==> config.mk <==
export PLATFORM = sky130hd
export DESIGN_NAME = sec_system_exception_control
export DESIGN_NICKNAME = d
export VERILOG_FILES = /design/src/rtl/sec_system_exception_control.v
export VERILOG_INCLUDE_DIRS = /design/src /design/src/rtl
export SDC_FILE = /design/constraint.sdc
export NUM_CORES = 1
export LEC_CHECK = 0
export BUFFER_PORTS_ARGS = -buffer_cell sky130_fd_sc_hd__buf_2
export CORE_MARGIN = 2
export CORE_UTILIZATION = 35
export CTS_BUF_LIST = sky130_fd_sc_hd__clkbuf_4 sky130_fd_sc_hd__clkbuf_8
export CTS_CLUSTER_DIAMETER = 120
export DETAILED_ROUTE_END_ITERATION = 16
export GPL_ROUTABILITY_DRIVEN = 1
export PLACE_DENSITY = 0.69
export RECOVER_POWER = 50
export SETUP_SLACK_MARGIN = 0.15
export SLEW_MARGIN = 10
export SYNTH_ARGS = -nofsm -noshare
export SYNTH_HDL_FRONTEND = slang
export SYNTH_SLANG_ARGS = --single-unit
==> constraint.sdc <==
create_clock -name clk -period 1.63 [get_ports clk]
set_input_delay 0.2445 -clock clk [delete_from_list [all_inputs] [get_ports clk]]
set_output_delay 0.2445 -clock clk [all_outputs]
set_load 0.05 [all_outputs]
==> src/rtl/sec_consts.vh <==
// Constants for the system exception control block: offsets, fields, keys and reset values.
// Included by the design file; holds definitions only.
`ifndef SEC_CONSTS_VH
`define SEC_CONSTS_VH

// Byte addresses of the registers.
`define SEC_ADDR_IRC 32'hE000ED0C
`define SEC_ADDR_PRI_FAULT 32'hE000ED18
`define SEC_ADDR_PRI_SVC 32'hE000ED1C
`define SEC_ADDR_PRI_TICK 32'hE000ED20
`define SEC_ADDR_HCS 32'hE000ED24
`define SEC_ADDR_EVT_STAT 32'hE000ED40
`define SEC_ADDR_EVT_MASK 32'hE000ED44

// Interrupt and reset control fields.
`define SEC_KEY_MSB 31
`define SEC_KEY_LSB 16
`define SEC_KEY_WRITE 16'h05FA
`define SEC_KEY_READ 16'hFA05
`define SEC_BIT_ENDIAN 15
`define SEC_GRP_MSB 10
`define SEC_GRP_LSB 8
`define SEC_BIT_SYSREQ 2
`define SEC_BIT_CLRACT 1
`define SEC_BIT_LOCRST 0
`define SEC_ENDIAN_RESET 1'h0
`define SEC_GRP_RESET 3'h0

// Implemented priority bits: three per implemented byte, at the top of the byte.
`define SEC_PRI_FAULT_MASK 32'hE0E0E0E0
`define SEC_PRI_SVC_MASK 32'hE0000000
`define SEC_PRI_TICK_MASK 32'hE0E000E0
`define SEC_PRI_RESET 32'h00000000

// Handler control and state fields.
`define SEC_HCS_MASK 32'h0007FD8B
`define SEC_HCS_ACTIVE_MASK 32'h00000D8B
`define SEC_HCS_RESET 32'h00000000
`define SEC_BIT_USG_ENA 18
`define SEC_BIT_BUS_ENA 17
`define SEC_BIT_MEM_ENA 16

// Event status bits.
`define SEC_EVT_WIDTH 4
`define SEC_EVT_SYSREQ 0
`define SEC_EVT_CLRACT 1
`define SEC_EVT_LOCRST 2
`define SEC_EVT_BADKEY 3
`define SEC_EVT_RESET 4'h0

`endif

==> src/rtl/sec_system_exception_control.v <==
// System exception control: reset control bits, handler priorities, handler state register.
// Assumes one clock, an asynchronous active-low system (warm) reset that the reset
// controller raises in answer to the reset request, and a core on the same clock.
`include "sec_consts.vh"
`timescale 1ns/1ps
`default_nettype none

module sec_system_exception_control
(
    input wire clk,
    input wire reset_n,
    input wire clk_en,
    input wire [31:0] addr,
    input wire [31:0] wdata,
    input wire wr,
    input wire rd,
    input wire [31:0] hcs_set,
    input wire [31:0] hcs_clear,
    output reg [31:0] rdata,
    output reg irq,
    output reg system_reset_request,
    output reg clear_active_state,
    output reg local_system_reset,
    output reg big_endian,
    output reg [2:0] priority_group,
    output reg [31:0] fault_handler_priority,
    output reg [31:0] supervisor_call_priority_word,
    output reg [31:0] tick_and_service_priority_word,
    output reg [31:0] handler_control_state,
    output reg usage_fault_enable,
    output reg bus_fault_enable,
    output reg memmanage_fault_enable
);

    // Sticky event status and its mask.
    reg [`SEC_EVT_WIDTH-1:0] evt_status;
    reg [`SEC_EVT_WIDTH-1:0] evt_mask;

    wire sel_irc;
    wire sel_pri_fault;
    wire sel_pri_svc;
    wire sel_pri_tick;
    wire sel_hcs;
    wire sel_stat;
    wire sel_mask;
    wire irc_write;
    wire key_ok;
    wire do_sysreq;
    wire do_clract;
    wire do_locrst;
    wire bad_key;

    reg [31:0] next_hcs;
    reg [31:0] next_rdata;
    reg [`SEC_EVT_WIDTH-1:0] next_status;
    reg [`SEC_EVT_WIDTH-1:0] evt_raise;
    reg [31:0] next_fault_pri;
    reg [31:0] next_svc_pri;
    reg [31:0] next_tick_pri;

    // Keeps a software write to the implemented bits only.
    function [31:0] merge_masked;
        input [31:0] old_value;
        input [31:0] new_value;
        input [31:0] mask;
        begin
            merge_masked = (old_value & ~mask) | (new_value & mask);
        end
    endfunction

    assign sel_irc = (addr == `SEC_ADDR_IRC);
    assign sel_pri_fault = (addr == `SEC_ADDR_PRI_FAULT);
    assign sel_pri_svc = (addr == `SEC_ADDR_PRI_SVC);
    assign sel_pri_tick = (addr == `SEC_ADDR_PRI_TICK);
    assign sel_hcs = (addr == `SEC_ADDR_HCS);
    assign sel_stat = (addr == `SEC_ADDR_EVT_STAT);
    assign sel_mask = (addr == `SEC_ADDR_EVT_MASK);

    assign irc_write = wr && sel_irc;
    assign key_ok = (wdata[`SEC_KEY_MSB:`SEC_KEY_LSB] == `SEC_KEY_WRITE);
    assign bad_key = irc_write && !key_ok;
    assign do_sysreq = irc_write && key_ok && wdata[`SEC_BIT_SYSREQ];
    assign do_clract = irc_write && key_ok && wdata[`SEC_BIT_CLRACT];
    assign do_locrst = irc_write && key_ok && wdata[`SEC_BIT_LOCRST];

    // Handler state: software writes first, then a clear-active wipe, then core
    // updates. The core's set wins over any clear in the same cycle so that an
    // exception that becomes active in that cycle is not lost.
    always @*
    begin
        next_hcs = handler_control_state;
        if (wr && sel_hcs)
        begin
            next_hcs = merge_masked(handler_control_state, wdata, `SEC_HCS_MASK);
        end
        if (do_clract)
        begin
            next_hcs = next_hcs & ~`SEC_HCS_ACTIVE_MASK;
        end
        next_hcs = next_hcs & ~hcs_clear;
        next_hcs = (next_hcs | hcs_set) & `SEC_HCS_MASK;
    end

    // Event status: write one to clear, a new event wins over the clear.
    always @*
    begin
        evt_raise = `SEC_EVT_RESET;
        evt_raise[`SEC_EVT_SYSREQ] = do_sysreq;
        evt_raise[`SEC_EVT_CLRACT] = do_clract;
        evt_raise[`SEC_EVT_LOCRST] = do_locrst;
        evt_raise[`SEC_EVT_BADKEY] = bad_key;
        next_status = evt_status;
        if (wr && sel_stat)
        begin
            next_status = evt_status & ~wdata[`SEC_EVT_WIDTH-1:0];
        end
        next_status = next_status | evt_raise;
    end

    // Read mux; the self-clearing bits always read as zero.
    always @*
    begin
        next_rdata = 32'h00000000;
        if (sel_irc)
        begin
            next_rdata[`SEC_KEY_MSB:`SEC_KEY_LSB] = `SEC_KEY_READ;
            next_rdata[`SEC_BIT_ENDIAN] = big_endian;
            next_rdata[`SEC_GRP_MSB:`SEC_GRP_LSB] = priority_group;
            next_rdata[`SEC_BIT_SYSREQ] = system_reset_request;
        end
        else if (sel_pri_fault)
        begin
            next_rdata = fault_handler_priority;
        end
        else if (sel_pri_svc)
        begin
            next_rdata = supervisor_call_priority_word;
        end
        else if (sel_pri_tick)
        begin
            next_rdata = tick_and_service_priority_word;
        end
        else if (sel_hcs)
        begin
            next_rdata = handler_control_state;
        end
        else if (sel_stat)
        begin
            next_rdata[`SEC_EVT_WIDTH-1:0] = evt_status;
        end
        else if (sel_mask)
        begin
            next_rdata[`SEC_EVT_WIDTH-1:0] = evt_mask;
        end
    end

    // Priority words: only the three top bits of each implemented byte take a write.
    always @*
    begin
        next_fault_pri = fault_handler_priority;
        next_svc_pri = supervisor_call_priority_word;
        next_tick_pri = tick_and_service_priority_word;
        if (wr && sel_pri_fault)
        begin
            next_fault_pri = merge_masked(fault_handler_priority, wdata,
                `SEC_PRI_FAULT_MASK);
        end
        if (wr && sel_pri_svc)
        begin
            next_svc_pri = merge_masked(supervisor_call_priority_word, wdata,
                `SEC_PRI_SVC_MASK);
        end
        if (wr && sel_pri_tick)
        begin
            next_tick_pri = merge_masked(tick_and_service_priority_word, wdata,
                `SEC_PRI_TICK_MASK);
        end
    end

    // Read data stand for one cycle only, so software never sees a stale word.
    always @(posedge clk or negedge reset_n)
    begin
        if (!reset_n)
        begin
            rdata <= 32'h00000000;
            irq <= 1'b0;
        end
        else if (clk_en)
        begin
            rdata <= rd ? next_rdata : 32'h00000000;
            irq <= |(next_status & evt_mask);
        end
    end

    // The request bit only leaves one through the warm reset it caused; the reset
    // controller turns the output into that warm reset.
    always @(posedge clk or negedge reset_n)
    begin
        if (!reset_n)
        begin
            system_reset_request <= 1'b0;
        end
        else if (clk_en)
        begin
            if (do_sysreq)
            begin
                system_reset_request <= 1'b1;
            end
        end
    end

    // One-cycle pulses; the bits themselves never store a one.
    always @(posedge clk or negedge reset_n)
    begin
        if (!reset_n)
        begin
            clear_active_state <= 1'b0;
            local_system_reset <= 1'b0;
        end
        else if (clk_en)
        begin
            clear_active_state <= do_clract;
            local_system_reset <= do_locrst;
        end
    end

    // A wrong key also blocks the format and grouping fields.
    always @(posedge clk or negedge reset_n)
    begin
        if (!reset_n)
        begin
            big_endian <= `SEC_ENDIAN_RESET;
            priority_group <= `SEC_GRP_RESET;
        end
        else if (clk_en)
        begin
            if (irc_write && key_ok)
            begin
                big_endian <= wdata[`SEC_BIT_ENDIAN];
                priority_group <= wdata[`SEC_GRP_MSB:`SEC_GRP_LSB];
            end
        end
    end

    always @(posedge clk or negedge reset_n)
    begin
        if (!reset_n)
        begin
            fault_handler_priority <= `SEC_PRI_RESET;
            supervisor_call_priority_word <= `SEC_PRI_RESET;
            tick_and_service_priority_word <= `SEC_PRI_RESET;
        end
        else if (clk_en)
        begin
            fault_handler_priority <= next_fault_pri;
            supervisor_call_priority_word <= next_svc_pri;
            tick_and_service_priority_word <= next_tick_pri;
        end
    end

    // The enables are separate flops so that they leave as plain register outputs.
    always @(posedge clk or negedge reset_n)
    begin
        if (!reset_n)
        begin
            handler_control_state <= `SEC_HCS_RESET;
            usage_fault_enable <= 1'b0;
            bus_fault_enable <= 1'b0;
            memmanage_fault_enable <= 1'b0;
        end
        else if (clk_en)
        begin
            handler_control_state <= next_hcs;
            usage_fault_enable <= next_hcs[`SEC_BIT_USG_ENA];
            bus_fault_enable <= next_hcs[`SEC_BIT_BUS_ENA];
            memmanage_fault_enable <= next_hcs[`SEC_BIT_MEM_ENA];
        end
    end

    always @(posedge clk or negedge reset_n)
    begin
        if (!reset_n)
        begin
            evt_status <= `SEC_EVT_RESET;
            evt_mask <= `SEC_EVT_RESET;
        end
        else if (clk_en)
        begin
            evt_status <= next_status;
            if (wr && sel_mask)
            begin
                evt_mask <= wdata[`SEC_EVT_WIDTH-1:0];
            end
        end
    end

    // The stack is never touched here, which is why software must rebuild it.

endmodule // sec_system_exception_control

`default_nettype wire

* Yosys cells after proc, flatten, opt, wreduce, memory -nomap -nowiden
Index checks and enable logic that the tools add are counted.
** Word-level totals
- Input port bits :: 133
- Output and inout port bits :: 171
- Bits in registers :: 161
- Word-level logic and storage cells :: 71
** Operators by class
- Reduce and logical (&&, ||, !) cells :: 20
- Equality and inequality tests :: 8
- Multiplexer cells :: 17
- Bitwise logic cells :: 10
** Operator list (count)
- 32-bit equality test, second input constant :: 7
- 32-bit two-way mux :: 4
- 29-bit by 32-bit OR with 32-bit output :: 3
- 4-bit two-way mux :: 5
- 19-bit bitwise AND :: 1
- 19-bit two-way mux :: 1
- 19-bit NOT :: 1
- 19-bit OR :: 1
- 17-bit two-way mux :: 1
- 16-bit by 11-bit equality test with 1-bit output, second input constant :: 1
- 15-bit two-way mux :: 1
- 1-bit logical AND :: 12
- 12-bit two-way mux :: 1
- 2-bit AND reduction :: 6
- 4-bit bitwise AND :: 2
- 5-bit two-way mux :: 1
- 4-bit NOT :: 1
- 4-bit OR :: 1
- 4-bit OR reduction :: 1
- 3-bit two-way mux :: 1
- 2-bit two-way mux :: 1
- 1-bit zero test :: 1
- 1-bit two-way mux :: 1

* Depth between registers and ports, before layout
- Depth after elaboration :: 9
- Depth in mapped cells :: 7

* Least setup slack after synthesis
Ideal clock, no wire load.
- Kind :: input to register
- From :: input port addr[7]
- To :: register fault_handler_priority[13]
- Path slack :: -0.583 ns
- Data arrival time :: 2.088 ns
- Setup time :: 0.125 ns
- Stages on the path :: 7
- Cells stage by stage :: nor4b_2 -> nand4_1 -> or2_2 -> buf_2 -> nor3_1 -> buf_2 -> mux2_2
** Between the ends
- Word-level cells in the longest chain between the ends :: 3
** Ends and longest elaborated chain
- from (decl) :: RTL line sec_system_exception_control.v:13 : input wire [31:0] addr,
- 32-bit equality test (no line)
- 1-bit logical AND :: RTL line sec_system_exception_control.v:163 : if (wr && sel_pri_fault)
- 2-bit AND reduction (no line)
- to (signal assigned) :: RTL line sec_system_exception_control.v:249 : fault_handler_priority <= `SEC_PRI_RESET;
- to (signal assigned) :: RTL line sec_system_exception_control.v:255 : fault_handler_priority <= next_fault_pri;
- to (decl) :: RTL line sec_system_exception_control.v:26 : output reg [31:0] fault_handler_priority,
No other way between the ends.
A chain may end at the register's enable or synchronous reset.

* Worst setup path after layout
- From :: input port addr[0]
- To :: register handler_control_state[7]
** Between the ends
- Word-level cells in the longest chain between the ends :: 7
- Elaborated cells between the ends (all ways) :: 10
** Ends and longest elaborated chain
- 32-bit equality test (no line)
- 1-bit logical AND :: RTL line sec_system_exception_control.v:79 : assign irc_write = wr && sel_irc;
- 1-bit logical AND (2 in series) :: RTL line sec_system_exception_control.v:83 : assign do_clract = irc_write && key_ok && wdata[`SEC_BIT_CLRACT];
- 12-bit two-way mux * :: RTL line sec_system_exception_control.v:96 : if (do_clract)
- 19-bit bitwise AND * :: RTL line sec_system_exception_control.v:100 : next_hcs = next_hcs & ~hcs_clear;
- 19-bit OR * :: RTL line sec_system_exception_control.v:101 : next_hcs = (next_hcs | hcs_set) & `SEC_HCS_MASK;
- to (signal assigned) :: RTL line sec_system_exception_control.v:266 : handler_control_state <= `SEC_HCS_RESET;
- to (signal assigned) :: RTL line sec_system_exception_control.v:273 : handler_control_state <= next_hcs;
- to (decl) :: RTL line sec_system_exception_control.v:29 : output reg [31:0] handler_control_state,
Every way passes the cells marked *; elsewhere a longest branch is shown, timed or not.

==> flow_summary.toml <==
[global_routing]
antenna_found_initial = 0
grt_max_degree = 29
global_route.usage.total_pct = 20.9
busiest_layer = "met2"
use_met3_pct = 5.22
met2_usage_pct = 35.6
use_met1_pct = 26.2
grt_pass1_wl_um = 23600
overflow = 0
first_global_vias = 4420

[floorplan]
start_util_pct = 36.0
num_rows = 42
fp.dieArea_um2 = 14600
fp.dieH_um = 121
die_w_um = 121
ios = 304
design.core.area_um2 = 13300

[cts]
cts_inserted_buffers = 9
tritoncts = "done"
htreeDepth = 3
cts_root_buf = "clkbuf_8"
clock_tree.buffer_depth = 2
numClockSinks = 80
clk_latency_ns = 0.37
clkTransAtPathRegs_ns = 0.08

[critical_path]
reg2regPathDepth = 4
slowest_delay_ns = 0.56
critPathArrivalTime_ns = 1.94
crit_start = "addr[0]"
r2r_start = "evt_mask[0]$_DFFE_PN0P_"
crit_path_end_kind = "register"
required_ns = 1.87
critPathMaxFanout = 8
worstSetupPathType = "primary input to register"
slowest_stage = "or4b_4"
crit_chain = "buf_6, or4b_4, or3_4, nor3_2, and4_1, buf_12, o41ai_2"
start_kind = "primary input"

[cells_and_area]
fin_nets = 859
area_delta_synth_final_pct = 52.4
drive_gt1_share_pct = 53.9
fillers = 1172
n_antenna_cell = 0
regArea_um2 = 2000
multi_input_area_um2 = 2860

[logic_synthesis]
synth_top_area_share_pct = 41.8
synth-main-ff-cell = "dfrtp_1"
synth_area_leaders = "dfrtp_1, buf_4, mux2_2"
ys_seq_elements = 80
syn_area_um2 = 4790
yosysTopAreaCell = "dfrtp_1"
yosysWarnings = 0
synthMostInstantiatedCell = "buf_4"
ys_types = 49
synth-seq-area-share_pct = 41.8
synthArstFlopShare_pct = 100
yosys-top-cells-count = "buf_4, dfrtp_1, mux2_2"
synth_enable_flop_cells = 0
netlist_instances = 463
avgSynthCellArea_um2 = 10.3

[sta]
finalHoldViolCount = 0
period_share_pct = 104
finClkSkew_ns = 0.00669
max-slew-margin-rel_pct = 56.1
timing.fmax_mhz = 589
rsz0062_at_grt = "yes"
setup_viol = 12
finalCriticalPeriod_ns = 1.70
hold_slack_ns = 0.0587
tightest_slew_ns = 0.658
worst_slack_ns = -0.0687
slew_violations = 0

[routing]
vias = 4401
viasPerCell = 4.85
drc = 0
drt_iter0_markers = 166
finalWirelength_um = 15400
ant_nets = 0
drtPass1Iterations = 4
detail_route.wl_per_cell_um = 16.9

[hold_path]
hp-start = "hcs_clear[8]"
holdPathStages = 2
min-delay-path-class = "primary input to register"

[pwr]
finalPower_mw = 5.05
ir_drop_uv = 561
p_leak_nw = 3.87
powerDensity_nw_per_um2 = 692

[status]
status = "finished, violations left"
violations = "negative setup slack"

[place]
dp_hpwl_um = 11400
place.gp.congestion = 0.898
port_buffers = 176

[job]
cap_violations = 0
## placed cells by master (no fill, tap or decap), drive strengths merged, types with 2 or more instances in the layout
master and n:
and4b 3, inv 12, nor3 9, conb 90
nand2b 3, or3 2, a32oi 2, bufinv 2
a22oi 14, or2 3, mux2i 18, a211o 2
a21oi 6, and2 2, a21boi 3, mux2 36
nand2 35, nor2 11, a21o 6, o22ai 3
o21ai 10, nor4bb 6, nand3b 2, and4 3
nand4 6, dfrtp 80, buf 262, clkbuf 27
clkinvlp 2, a22o 5, nor2b 3, o41ai 7
nand3 13, o2bb2ai 12, a31oi 7, nor4 10
nor4b 4
## final timing paths
check | end | slack [ns]
worst max-delay path | handler_control_state[7]$_DFFE_PN0P_ | -0.07
worst min-delay path | handler_control_state[8]$_DFFE_PN0P_ | 0.06
worst max register to register | irq$_DFFE_PN0P_ | 0.07
worst min register to register | rdata[0]$_DFFE_PN0P_ | 0.50
max in group asynchronous | evt_status[0]$_DFFE_PN0P_ | 0.27
min in group asynchronous | tick_and_service_priority_word[6]$_DFFE_PN0P_ | 0.44
## sequential cells by signal, indices dropped and copies added, names as in the netlist
| name | count |
|---|---|
| tick_and_service_priority_word | 9 |
| evt_mask | 4 |
| evt_status | 4 |
| system_reset_request | 1 |
| rdata | 26 |
| handler_control_state | 13 |
| clear_active_state | 1 |
| local_system_reset | 1 |
| irq | 1 |
| big_endian | 1 |
| usage_fault_enable | 1 |
| fault_handler_priority | 12 |
| supervisor_call_priority_word | 3 |
| priority_group | 3 |
## cell type report
type,count,area share (%)
Tap cell,176,3.02
Inverter,12,0.617
Clock inverter,5,1.10
Timing Repair Buffer,280,26.7
Clock buffer,11,1.99
Multi-Input combinational cell,343,39.2
Sequential cell,80,27.4
## critical path, delay by kind of cell
family | cells | cell delay [ns]
AND/OR/NAND/NOR | 4 | 1.38
buffers and inverters | 2 | 0.23
AO/OA/AOI/OAI | 1 | 0.07
## metal layers
layer / up-vias / part of all wire (%)
li1: 2028 / -
met1: 2166 / 40
met2: 194 / 51
met3: 13 / 8.3
met4: 0 / 1.0
met5: - / 0
## timing repair
item,4_1_cts,5_1_grt
hold endpoints to repair,26,0
gates cloned,4,0
pin swaps,39,26
hold buffers,1,0
resized for setup,78,33
setup buffers,15,6
setup endpoints to repair,76,78
## cell families (layout without fill, tap and decap cells)
| kind of cell | count (synthesis) | in the layout | synth area share [%] |
|---|---|---|---|
| and+or+nand+nor | 118 | 118 | 15.2 |
| muxes | 54 | 54 | 12.2 |
| buffers and inverters | 129 | 308 | 18.1 |
| AOI/OAI and AO/OA | 81 | 81 | 12.5 |
| DFF | 80 | 80 | 41.8 |
| other | 1 | 90 | 0.0783 |
## power by group
part / leakage (nW) / switching (mW) / internal (mW)
clock: 0.109 / 0.761 / 0.919
sequential: 1.08 / 0.0531 / 2.03
combinational: 2.68 / 0.968 / 0.318
## through the flow
step | utilization, % | TNS, ns | worst slack, ns | cells | area (um^2)
after floorplan | - | -20.39 | -0.490 | 552 | 5350
after global placement | 47.3 | -29.59 | -0.550 | 865 | 6280
after detailed placement | 47.3 | -30.97 | -0.560 | 865 | 6280
after CTS | 53.7 | -0.818 | -0.0670 | 901 | 7140
after global routing | 54.9 | -2.70 | -0.112 | 907 | 7300
final | 54.9 | -0.702 | -0.0687 | 907 | 7300
Note: power is estimated with default switching activity, not from simulation.
